<file path="src/logic/upc_pkg.sv">
package upc_pkg;

  // Register byte addresses on the AHB-Lite slave.
  localparam logic [7:0] UPC_CONFIG_ADDR = 8'h00;
  localparam logic [7:0] UPC_LINK_ADDR   = 8'h04;
  localparam logic [7:0] UPC_STATUS_ADDR = 8'h08;
  localparam logic [7:0] UPC_MASK_ADDR   = 8'h0c;
  localparam logic [7:0] UPC_STATE_ADDR  = 8'h10;

  // Field positions of the port configuration register.
  localparam int UPC_HDR_CNT_LSB  = 20;
  localparam int UPC_ALIGN_BIT    = 19;
  localparam int UPC_SHORT_BIT    = 18;
  localparam int UPC_HEC_DIS_BIT  = 17;
  localparam int UPC_FULL_PAR_BIT = 16;
  localparam int UPC_RX_TYPE_LSB  = 13;
  localparam int UPC_PCHK_BIT     = 12;
  localparam int UPC_ODD_BIT      = 11;
  localparam int UPC_WIDTH8_BIT   = 10;
  localparam logic [31:0] UPC_CONFIG_MASK  = 32'h003ffc00;
  localparam logic [31:0] UPC_CONFIG_RESET = 32'h00010800;

  // Field positions of the link control register.
  localparam int UPC_HEC_BYTE_LSB = 0;
  localparam int UPC_FRM_RX_BIT   = 8;
  localparam int UPC_FRM_TX_BIT   = 9;
  localparam int UPC_PORT_LSB     = 16;
  localparam int UPC_PORT_W       = 5;
  localparam logic [31:0] UPC_LINK_MASK  = 32'h001f03ff;
  localparam logic [31:0] UPC_LINK_RESET = 32'h00000000;

  // Status and mask bit positions.
  localparam int UPC_ST_PAR_ERR = 0;
  localparam int UPC_ST_CFG_ERR = 1;
  localparam int UPC_ST_W       = 2;

  // Receive PHY type codes.
  localparam logic [2:0] UPC_PHY_FRAME = 3'h1;
  localparam logic [2:0] UPC_PHY_CELL  = 3'h3;

  localparam logic [1:0] UPC_HTRANS_NONSEQ = 2'h2;
  localparam logic [1:0] UPC_HTRANS_SEQ    = 2'h3;

  typedef enum logic [1:0] {
    UPC_RX_NONE  = 2'b00,
    UPC_RX_FRAME = 2'b01,
    UPC_RX_CELL  = 2'b10
  } upc_rx_mode_type;

  // One transfer from the cell engine toward the PHY.
  typedef struct packed {
    logic [15:0] data;
    logic        hec_slot;
    logic        hec_hi;
  } upc_tx_beat_type;

  // One transfer on the PHY data lines with its parity lines.
  typedef struct packed {
    logic [15:0] data;
    logic [1:0]  par;
  } upc_phy_beat_type;

  // Settings the cell engine follows.
  typedef struct packed {
    logic            alt_align;
    logic            short_cell;
    logic [1:0]      hdr_cnt;
    logic            width8;
    upc_rx_mode_type rx_mode;
  } upc_engine_cfg_type;

endpackage : upc_pkg

</file>
<file path="src/logic/upc_port_config.sv">
// The AHB-Lite interface to the registers and the placing of the registers are this design's own decisions.
`timescale 1ns/100ps
// Contract
// - Modify bit with non-zero header count selects alternate alignment; the code does not select it in 8-bit transmit mode.
// - Short-cell mode sends 52-byte cells with no HEC byte.
// - HEC disable puts zero into the HEC byte position.
// - HEC enabled sends the link control HEC byte.
// - Short-cell mode overrides the HEC disable bit.
// - Full-width parity gives one bit over all sixteen data lines.
// - Otherwise parity bit 0 covers low byte, bit 1 high byte.
// - Receive type 001 is frame-based, 011 cell-based, others reserved.
// - Port address all ones means unused, PHY type disregarded.
// - Parity check enable checks receive data; disabled after reset.
// - Mixed internal framer and external PHY: no upper-byte parity.
// - Parity even when sense bit clear, odd when set; odd after reset.
// - Width bit 0 gives a 16-bit path, 1 an 8-bit path.
// - Framer receive only: width bit routes tx lines 15 to 13.
// - Otherwise the internal framer ignores the width bit.
module upc_port_config
  import upc_pkg::*;
(
  input  wire logic               hclk,
  input  wire logic               hresetn,
  input  wire logic               hsel,
  input  wire logic [31:0]        haddr,
  input  wire logic [1:0]         htrans,
  input  wire logic               hwrite,
  input  wire logic [2:0]         hsize,
  input  wire logic [31:0]        hwdata,
  input  wire logic               hready,
  output logic                    hreadyout,
  output logic                    hresp,
  output logic [31:0]             hrdata,
  output logic                    irq,
  output upc_engine_cfg_type      engine_cfg,
  input  wire upc_tx_beat_type    tx_beat,
  input  wire logic               tx_valid,
  output logic                    tx_ready,
  input  wire logic [2:0]         hdlc_tx_bits,
  output upc_phy_beat_type        phy_tx,
  output logic                    phy_tx_valid,
  input  wire logic               phy_tx_ready,
  input  wire upc_phy_beat_type   phy_rx,
  input  wire logic               phy_rx_valid,
  output logic [15:0]             rx_data,
  output logic                    rx_valid,
  output logic                    rx_par_err
);

  // Parity of a byte under the selected sense: odd sense flips it.
  function automatic logic upc_par(input logic [7:0] b, input logic odd);
    upc_par = (^b) ^ odd;
  endfunction : upc_par

  logic [31:0]         config_q;
  logic [31:0]         link_q;
  logic [UPC_ST_W-1:0] status_q;
  logic [UPC_ST_W-1:0] status_d;
  logic [UPC_ST_W-1:0] mask_q;
  logic                wr_pend_q;
  logic [7:0]          wr_addr_q;
  logic [31:0]         rdata_q;
  logic                cfg_err_q;

  // Bus decode. Address phase is accepted every cycle; the slave never
  // inserts wait states, so reads are prepared from the address phase.
  wire       xfer_ok   = hsel & hready & (htrans == UPC_HTRANS_NONSEQ |
                                            htrans == UPC_HTRANS_SEQ);
  wire       rd_req    = xfer_ok & ~hwrite;
  wire       wr_req    = xfer_ok & hwrite;
  wire [7:0] rd_addr   = haddr[7:0];
  wire       wr_config = wr_pend_q & (wr_addr_q == UPC_CONFIG_ADDR);
  wire       wr_link   = wr_pend_q & (wr_addr_q == UPC_LINK_ADDR);
  wire       wr_status = wr_pend_q & (wr_addr_q == UPC_STATUS_ADDR);
  wire       wr_mask   = wr_pend_q & (wr_addr_q == UPC_MASK_ADDR);

  // Configuration fields.
  wire [1:0] hdr_cnt    = config_q[UPC_HDR_CNT_LSB +: 2];
  wire       align_mod  = config_q[UPC_ALIGN_BIT];
  wire       short_cell = config_q[UPC_SHORT_BIT];
  wire       hec_dis    = config_q[UPC_HEC_DIS_BIT];
  wire       full_par   = config_q[UPC_FULL_PAR_BIT];
  wire [2:0] rx_type    = config_q[UPC_RX_TYPE_LSB +: 3];
  wire       pchk_en    = config_q[UPC_PCHK_BIT];
  wire       odd_par    = config_q[UPC_ODD_BIT];
  wire       width_bit  = config_q[UPC_WIDTH8_BIT];
  wire [7:0] hec_byte   = link_q[UPC_HEC_BYTE_LSB +: 8];
  wire       frm_rx     = link_q[UPC_FRM_RX_BIT];
  wire       frm_tx     = link_q[UPC_FRM_TX_BIT];
  wire [UPC_PORT_W-1:0] port_addr = link_q[UPC_PORT_LSB +: UPC_PORT_W];

  // Width only shapes the external PHY path; the framer keeps its own.
  // With the framer receiving alone, the bit only routes lines 15 to 13,
  // so the external transmit path stays sixteen bits wide.
  wire tx_width8 = width_bit & ~frm_tx & ~frm_rx;
  wire rx_width8 = width_bit & ~frm_rx;
  // Framer receive with external transmit: upper tx lines are shared.
  wire split_rx  = frm_rx & ~frm_tx;
  wire split_tx  = frm_tx & ~frm_rx;
  wire hdlc_hi   = split_rx & ~width_bit;

  // Receive PHY type selection.
  wire port_unused = &port_addr;
  upc_rx_mode_type rx_mode;
  always_comb begin
    rx_mode = UPC_RX_NONE;
    if (!port_unused) begin
      if (rx_type == UPC_PHY_FRAME) begin
        rx_mode = UPC_RX_FRAME;
      end else if (rx_type == UPC_PHY_CELL) begin
        rx_mode = UPC_RX_CELL;
      end
    end
  end
  wire cfg_err = ~port_unused & (rx_mode == UPC_RX_NONE);

  assign engine_cfg.alt_align  = align_mod & ~tx_width8 &
                                 (hdr_cnt != 2'h0);
  assign engine_cfg.short_cell = short_cell;
  assign engine_cfg.hdr_cnt    = hdr_cnt;
  assign engine_cfg.width8     = tx_width8;
  assign engine_cfg.rx_mode    = rx_mode;

  // Transmit: HEC byte handling. In short-cell mode the engine places the
  // HEC alone in its own transfer, which is dropped here.
  wire       tx_drop  = tx_beat.hec_slot & short_cell;
  wire [7:0] hec_val  = hec_dis ? 8'h00 : hec_byte;
  logic [15:0] tx_word;
  always_comb begin
    tx_word = tx_beat.data;
    if (tx_beat.hec_slot && tx_beat.hec_hi) begin
      tx_word[15:8] = hec_val;
    end else if (tx_beat.hec_slot) begin
      tx_word[7:0] = hec_val;
    end
    if (tx_width8) begin
      tx_word[15:8] = 8'h00;
    end
    if (hdlc_hi) begin
      tx_word[15:13] = hdlc_tx_bits;
    end
  end

  // Upper-byte parity is meaningless when the upper lines are not the
  // external PHY's, so only the lower byte is covered then.
  wire        tx_hi_ok = ~tx_width8 & ~hdlc_hi & ~split_rx;
  wire [7:0]  tx_hi    = tx_hi_ok ? tx_word[15:8] : 8'h00;
  logic [1:0] tx_par;
  always_comb begin
    if (tx_width8) begin
      tx_par = {1'b0, upc_par(tx_word[7:0], odd_par)};
    end else if (full_par) begin
      tx_par = {1'b0, upc_par(tx_word[7:0] ^ tx_hi, odd_par)};
    end else begin
      tx_par = {tx_hi_ok & upc_par(tx_hi, odd_par),
                upc_par(tx_word[7:0], odd_par)};
    end
  end

  // One output stage; the PHY's ready stalls the engine through it.
  assign tx_ready = ~phy_tx_valid | phy_tx_ready;
  wire   tx_load  = tx_valid & tx_ready & ~tx_drop;

  always_ff @(posedge hclk or negedge hresetn) begin
    if (!hresetn) begin
      phy_tx_valid <= 1'b0;
      phy_tx       <= '0;
    end else if (tx_ready) begin
      phy_tx_valid <= tx_load;
      if (tx_load) begin
        phy_tx <= '{data: tx_word, par: tx_par};
      end
    end
  end

  // Receive parity check.
  wire        rx_hi_ok = ~rx_width8 & ~split_tx;
  wire [7:0]  rx_hi    = rx_hi_ok ? phy_rx.data[15:8] : 8'h00;
  wire        rx_lo_p  = upc_par(phy_rx.data[7:0], odd_par);
  logic       rx_bad;
  always_comb begin
    if (rx_width8) begin
      rx_bad = rx_lo_p != phy_rx.par[0];
    end else if (full_par) begin
      rx_bad = upc_par(phy_rx.data[7:0] ^ rx_hi, odd_par)
               != phy_rx.par[0];
    end else begin
      rx_bad = (rx_lo_p != phy_rx.par[0]) |
               (rx_hi_ok & (upc_par(rx_hi, odd_par) != phy_rx.par[1]));
    end
  end
  wire rx_err = phy_rx_valid & pchk_en & rx_bad;

  always_ff @(posedge hclk or negedge hresetn) begin
    if (!hresetn) begin
      rx_valid   <= 1'b0;
      rx_data    <= 16'h0000;
      rx_par_err <= 1'b0;
    end else begin
      rx_valid   <= phy_rx_valid;
      rx_par_err <= rx_err;
      if (phy_rx_valid) begin
        rx_data <= rx_width8 ? {8'h00, phy_rx.data[7:0]} : phy_rx.data;
      end
    end
  end

  // Sticky status: a new event beats a same-cycle write-one clear.
  wire [UPC_ST_W-1:0] st_set = {cfg_err & ~cfg_err_q, rx_err};
  wire [UPC_ST_W-1:0] st_clr = wr_status ? hwdata[UPC_ST_W-1:0] : '0;
  assign status_d = (status_q & ~st_clr) | st_set;
  assign irq      = |(status_q & mask_q);

  // Read data is registered from the address phase.
  logic [31:0] rd_mux;
  always_comb begin
    unique case (rd_addr)
      UPC_CONFIG_ADDR: rd_mux = config_q;
      UPC_LINK_ADDR:   rd_mux = link_q;
      UPC_STATUS_ADDR: rd_mux = {{(32-UPC_ST_W){1'b0}}, status_q};
      UPC_MASK_ADDR:   rd_mux = {{(32-UPC_ST_W){1'b0}}, mask_q};
      UPC_STATE_ADDR:  rd_mux = {26'h0, cfg_err, port_unused,
                                 tx_width8, hdlc_hi, rx_mode};
      default:         rd_mux = 32'h00000000;
    endcase
  end

  always_ff @(posedge hclk or negedge hresetn) begin
    if (!hresetn) begin
      wr_pend_q <= 1'b0;
      wr_addr_q <= 8'h00;
      rdata_q   <= 32'h00000000;
    end else begin
      wr_pend_q <= wr_req;
      if (xfer_ok) begin
        wr_addr_q <= haddr[7:0];
      end
      if (rd_req) begin
        rdata_q <= rd_mux;
      end
    end
  end

  always_ff @(posedge hclk or negedge hresetn) begin
    if (!hresetn) begin
      config_q  <= UPC_CONFIG_RESET;
      link_q    <= UPC_LINK_RESET;
      status_q  <= '0;
      mask_q    <= '0;
      cfg_err_q <= 1'b0;
    end else begin
      status_q  <= status_d;
      cfg_err_q <= cfg_err;
      if (wr_config) begin
        config_q <= hwdata & UPC_CONFIG_MASK;
      end
      if (wr_link) begin
        link_q <= hwdata & UPC_LINK_MASK;
      end
      if (wr_mask) begin
        mask_q <= hwdata[UPC_ST_W-1:0];
      end
    end
  end

  assign hreadyout = 1'b1;
  assign hresp     = 1'b0;
  assign hrdata    = rdata_q;

endmodule : upc_port_config

</file>
<file path="config.mk">
export PLATFORM = sky130hd
export DESIGN_NAME = upc_port_config
export DESIGN_NICKNAME = d
export VERILOG_FILES = /design/src/logic/upc_pkg.sv /design/src/logic/upc_port_config.sv
export SDC_FILE = /design/constraint.sdc
export NUM_CORES = 1
export LEC_CHECK = 0
export BUFFER_PORTS_ARGS = -buffer_cell sky130_fd_sc_hd__clkbuf_2
export CAP_MARGIN = 20
export CORE_ASPECT_RATIO = 0.6
export CORE_MARGIN = 2
export CORE_UTILIZATION = 49
export DETAILED_ROUTE_END_ITERATION = 6
export GPL_TIMING_DRIVEN = 0
export PLACE_DENSITY = 0.9
export SETUP_SLACK_MARGIN = 0.5
export SLEW_MARGIN = 5
export SYNTH_ARGS = -nofsm -noshare
export SYNTH_HDL_FRONTEND = slang
export SYNTH_SLANG_ARGS = --single-unit
export TNS_END_PERCENT = 5
</file>
<file path="constraint.sdc">
create_clock -name hclk -period 2.7 [get_ports hclk]
set_clock_uncertainty 0.15 [all_clocks]
set_input_delay 0.135 -clock hclk [delete_from_list [all_inputs] [get_ports hclk]]
set_output_delay 0.135 -clock hclk [all_outputs]
set_load 0.01 [all_outputs]
</file>
==> metrics.md <==
| Metric | Value |
|---|---|
| Status | finished, final reports clean |
| R2R Path Start | config_q[10] |
| Synthesis Warnings | 0 |
| Netlist cell types | 50 |
| Global routing usage on met3 | 0.07716 |
| Drt first pass iters | 5 |
| Worst-path maximum fanout | 4 |
| Met1 usage | 0.3587 |
| Final setup fails | 0 |
| Average wire per standard cell | 17.86 um |
| Worst Max-Slew Pin Slew | 0.5806 ns |
| Top Usage Layer GRT | met2 |
| Initial antenna violation count | 0 |
| FFs w/ async S/R, synth | 1.000 |
| Via Count | 4288 |
| CP Data Required Time | 2.79 ns |
| Reg2Reg Setup Slack | 0.28 ns |
| Final Max Slew Viols | 0 |
| Drc violations | 0 |
| Mean Syn Cell Area | 11.35 um^2 |
| Most common cell in the netlist | dfrtp_1 |
| Die height | 81.76 um |
| Placer Congestion | 0.8550 |
| Register Area | 2510 um^2 |
| Die area | 10920 um^2 |
| Register bit total from synthesis | 100 |
| Post-route ant nets | 0 |
| Syn Std Cell Area | 4937 um^2 |
| H-tree Lvls | 3 |
| Crit. End Element | register |
| Inserted Clock Buffers | 9 |
| Worst R2R End | phy_tx[1] |
| Hold Crit Class | primary input to register |
| Ports | 196 |
| Synth area leader | dfrtp_1 |
| Minimum clock period | 2.420 ns |
| Grt ovf | 0 |
| Most frequent cells after synthesis | dfrtp_1 (98), mux2_2 (47), nand2_1 (43) |
| # rows | 28 |
| Area delta synth->final | 43.87% |
| Critical Path Source Type | register |
| First-pass GRT wire length | 22.58 mm |
| Hold path cells | 3 |
| Critical path arrival | 2.51 ns |
| GR Util met2 | 0.4500 |
| Max_slew headroom | 0.6129 |
| Total negative slack | 0 ns |
| Register area share after synthesis | 0.5073 |
| Post-synth EDFFs | 0 |
| Period utilization | 0.8964 |
| Worst vdd ir | 0.3026 mV |
| CP Class | register to register |
| Final Hold Viols | 0 |
| Final #Nets | 796 |
| Initial drt markers | 222 |
| Mapped Cells | 435 |
| Core area | 9844 um^2 |
| Worst-path clk slew | 0.07 ns |
| Non-filler instance count after layout | 820 |
| Inst Count DP | 725 |
| CTS tree | done |
| Worst hold slack | 0.01997 ns |
| Hold_sp | tx_beat[8] |
| Die width | 133.6 um |
| Total track usage | 0.2732 |
| FMAX | 413.2 MHz |
| ANT cells | 0 |
| Area of the multi-input gates | 2298 um^2 |
| Layout cells sized above 1 | 0.4058 |
| Leak Pwr | 3.598 nW |
| Total power per unit cell area | 556.6 nW/um^2 |
| Hold path endpoint | phy_tx[8] |
| Largest net degree at the start of global routing | 64 |
| Largest cells by area after synthesis | dfrtp_1 (50%), mux2_2 (11%), xnor2_1 (4.3%), nand2_1 (3.3%), mux2i_1 (3.2%) |
| RSZ-0062 raised after global routing | yes |
| Synth top area share | 0.4967 |
| FILL cells | 685 |
| Avg Vias per Cell | 5.229 |
| Longest Clk Path Bufs | 2 |
| Clock root buffer | clkbuf_16 |
| Vias in the first global route | 4433 |
| Clock latency on the worst-skew pair | 0.34 ns |
| Synth Flop Type | dfrtp_1 |
| Starting Density | 0.5015 |
| Final Routed Wirelength | 14.64 mm |
| Max Cap Viol | 0 |
| Clock Sinks | 100 |
| Port buffer count | 144 |
| Reg2Reg Depth | 11 |
| DP HPWL | 9.837 mm |
[flip-flops by register name, indices dropped and copies added (netlist names), 2 cells and up]
register / cells
wr_addr_q: 8
link_q: 15
mask_q: 2
phy_tx: 18
status_q: 2
hrdata: 22
config_q: 12
rx_data: 16
[layout make-up]
class | count | share of cell area
Inverter | 18 | 0.01057
Tap cell | 135 | 0.02378
Clock inverter | 4 | 0.006870
Multi-Input combinational cell | 292 | 0.3236
Timing Repair Buffer | 224 | 0.2144
Buffer | 35 | 0.03135
Clock buffer | 12 | 0.03611
Sequential cell | 100 | 0.3534
[through the flow]
stage | utilization | instance area (um^2) | setup WS (ns) | power (mW)
5_1_grt | 0.7215 | 7103 | 0.1685 | 4.122
3_3_place_gp | 0.5957 | 5864 | -0.1737 | 2.438
6_report | 0.7215 | 7103 | 0.2796 | 3.953
3_5_place_dp | 0.5988 | 5894 | -0.2211 | 2.482
2_1_floorplan | - | 4975 | 0.4793 | 2.181
4_1_cts | 0.7021 | 6912 | 0.2841 | 3.909
[worst max-delay path by stage]
stage	start	end	slack [ns]	depth (start not counted)
floorplan	config_q[10]	phy_tx[0]	0.48	9
global placement	wr_addr_q[5]	config_q[17]	-0.17	6
detailed placement	wr_addr_q[5]	config_q[18]	-0.22	6
CTS	link_q[8]	phy_tx[0]	0.28	11
global route	config_q[10]	phy_tx[1]	0.17	11
finish	config_q[10]	phy_tx[1]	0.28	11
[where the power goes]
group          internal, mW  switching, mW
registers              1.63          0.106
logic                 0.450          0.426
clock network         0.769          0.570
[repair_timing]
action | in CTS | in global routing
setup buffers | 8 | 10
gates resized for setup | 13 | 19
hold buffers | 60 | 0
endpoints found under the setup margin | 29 | 48
hold endpoints to repair | 103 | 0
pin swaps | 8 | 10
gates cloned | 0 | 1
[cell families (layout without fill, tap and decap cells)]
kind of cell,after synthesis,count (layout),share of synthesized area
AO/OA/AOI/OAI,80,80,0.1163
XOR/XNOR,37,37,0.07552
buffers and inverters,53,293,0.05727
other,2,12,0.001521
multiplexers,63,63,0.1396
AND/OR/NAND/NOR,100,100,0.1024
flip-flops,100,100,0.5073
[worst max-delay path, stage by stage, from the launching register on]
cell      delay (ns)
dfrtp_2         0.43
nor2b_4         0.13
buf_6           0.11
nand2b_4        0.09
inv_8           0.04
buf_8           0.12
a21oi_4         0.11
xnor3_1         0.43
xnor2_2         0.17
buf_4           0.15
xnor2_2         0.13
o31ai_1         0.27
[placed cells by master, fill, tap and decap left out, drive strengths merged, types with 4 or more instances in the layout]
master / synthesis / layout
nand2b: 9 / 9
nand2: 44 / 44
mux2i: 16 / 16
o21ai: 23 / 23
o31ai: 6 / 6
mux2: 47 / 47
nor2b: 10 / 10
xnor2: 25 / 25
a222oi: 5 / 5
nand3: 6 / 6
dlygate4sd3: 0 / 60
nor2: 15 / 15
o22ai: 9 / 9
inv: 18 / 18
xor2: 9 / 9
clkbuf: 12 / 169
nor3: 4 / 4
nor3b: 4 / 4
a21oi: 6 / 6
conb: 2 / 12
a22o: 12 / 12
a22oi: 7 / 7
buf: 23 / 42
dfrtp: 98 / 98
[metal layers]
layer	wire, um	up-vias
met5	0	-
met3	1095	22
met4	222	0
met1	6410	2093
met2	6915	188
li1	-	1985
No activity file was read; power rests on OpenSTA's default activity.
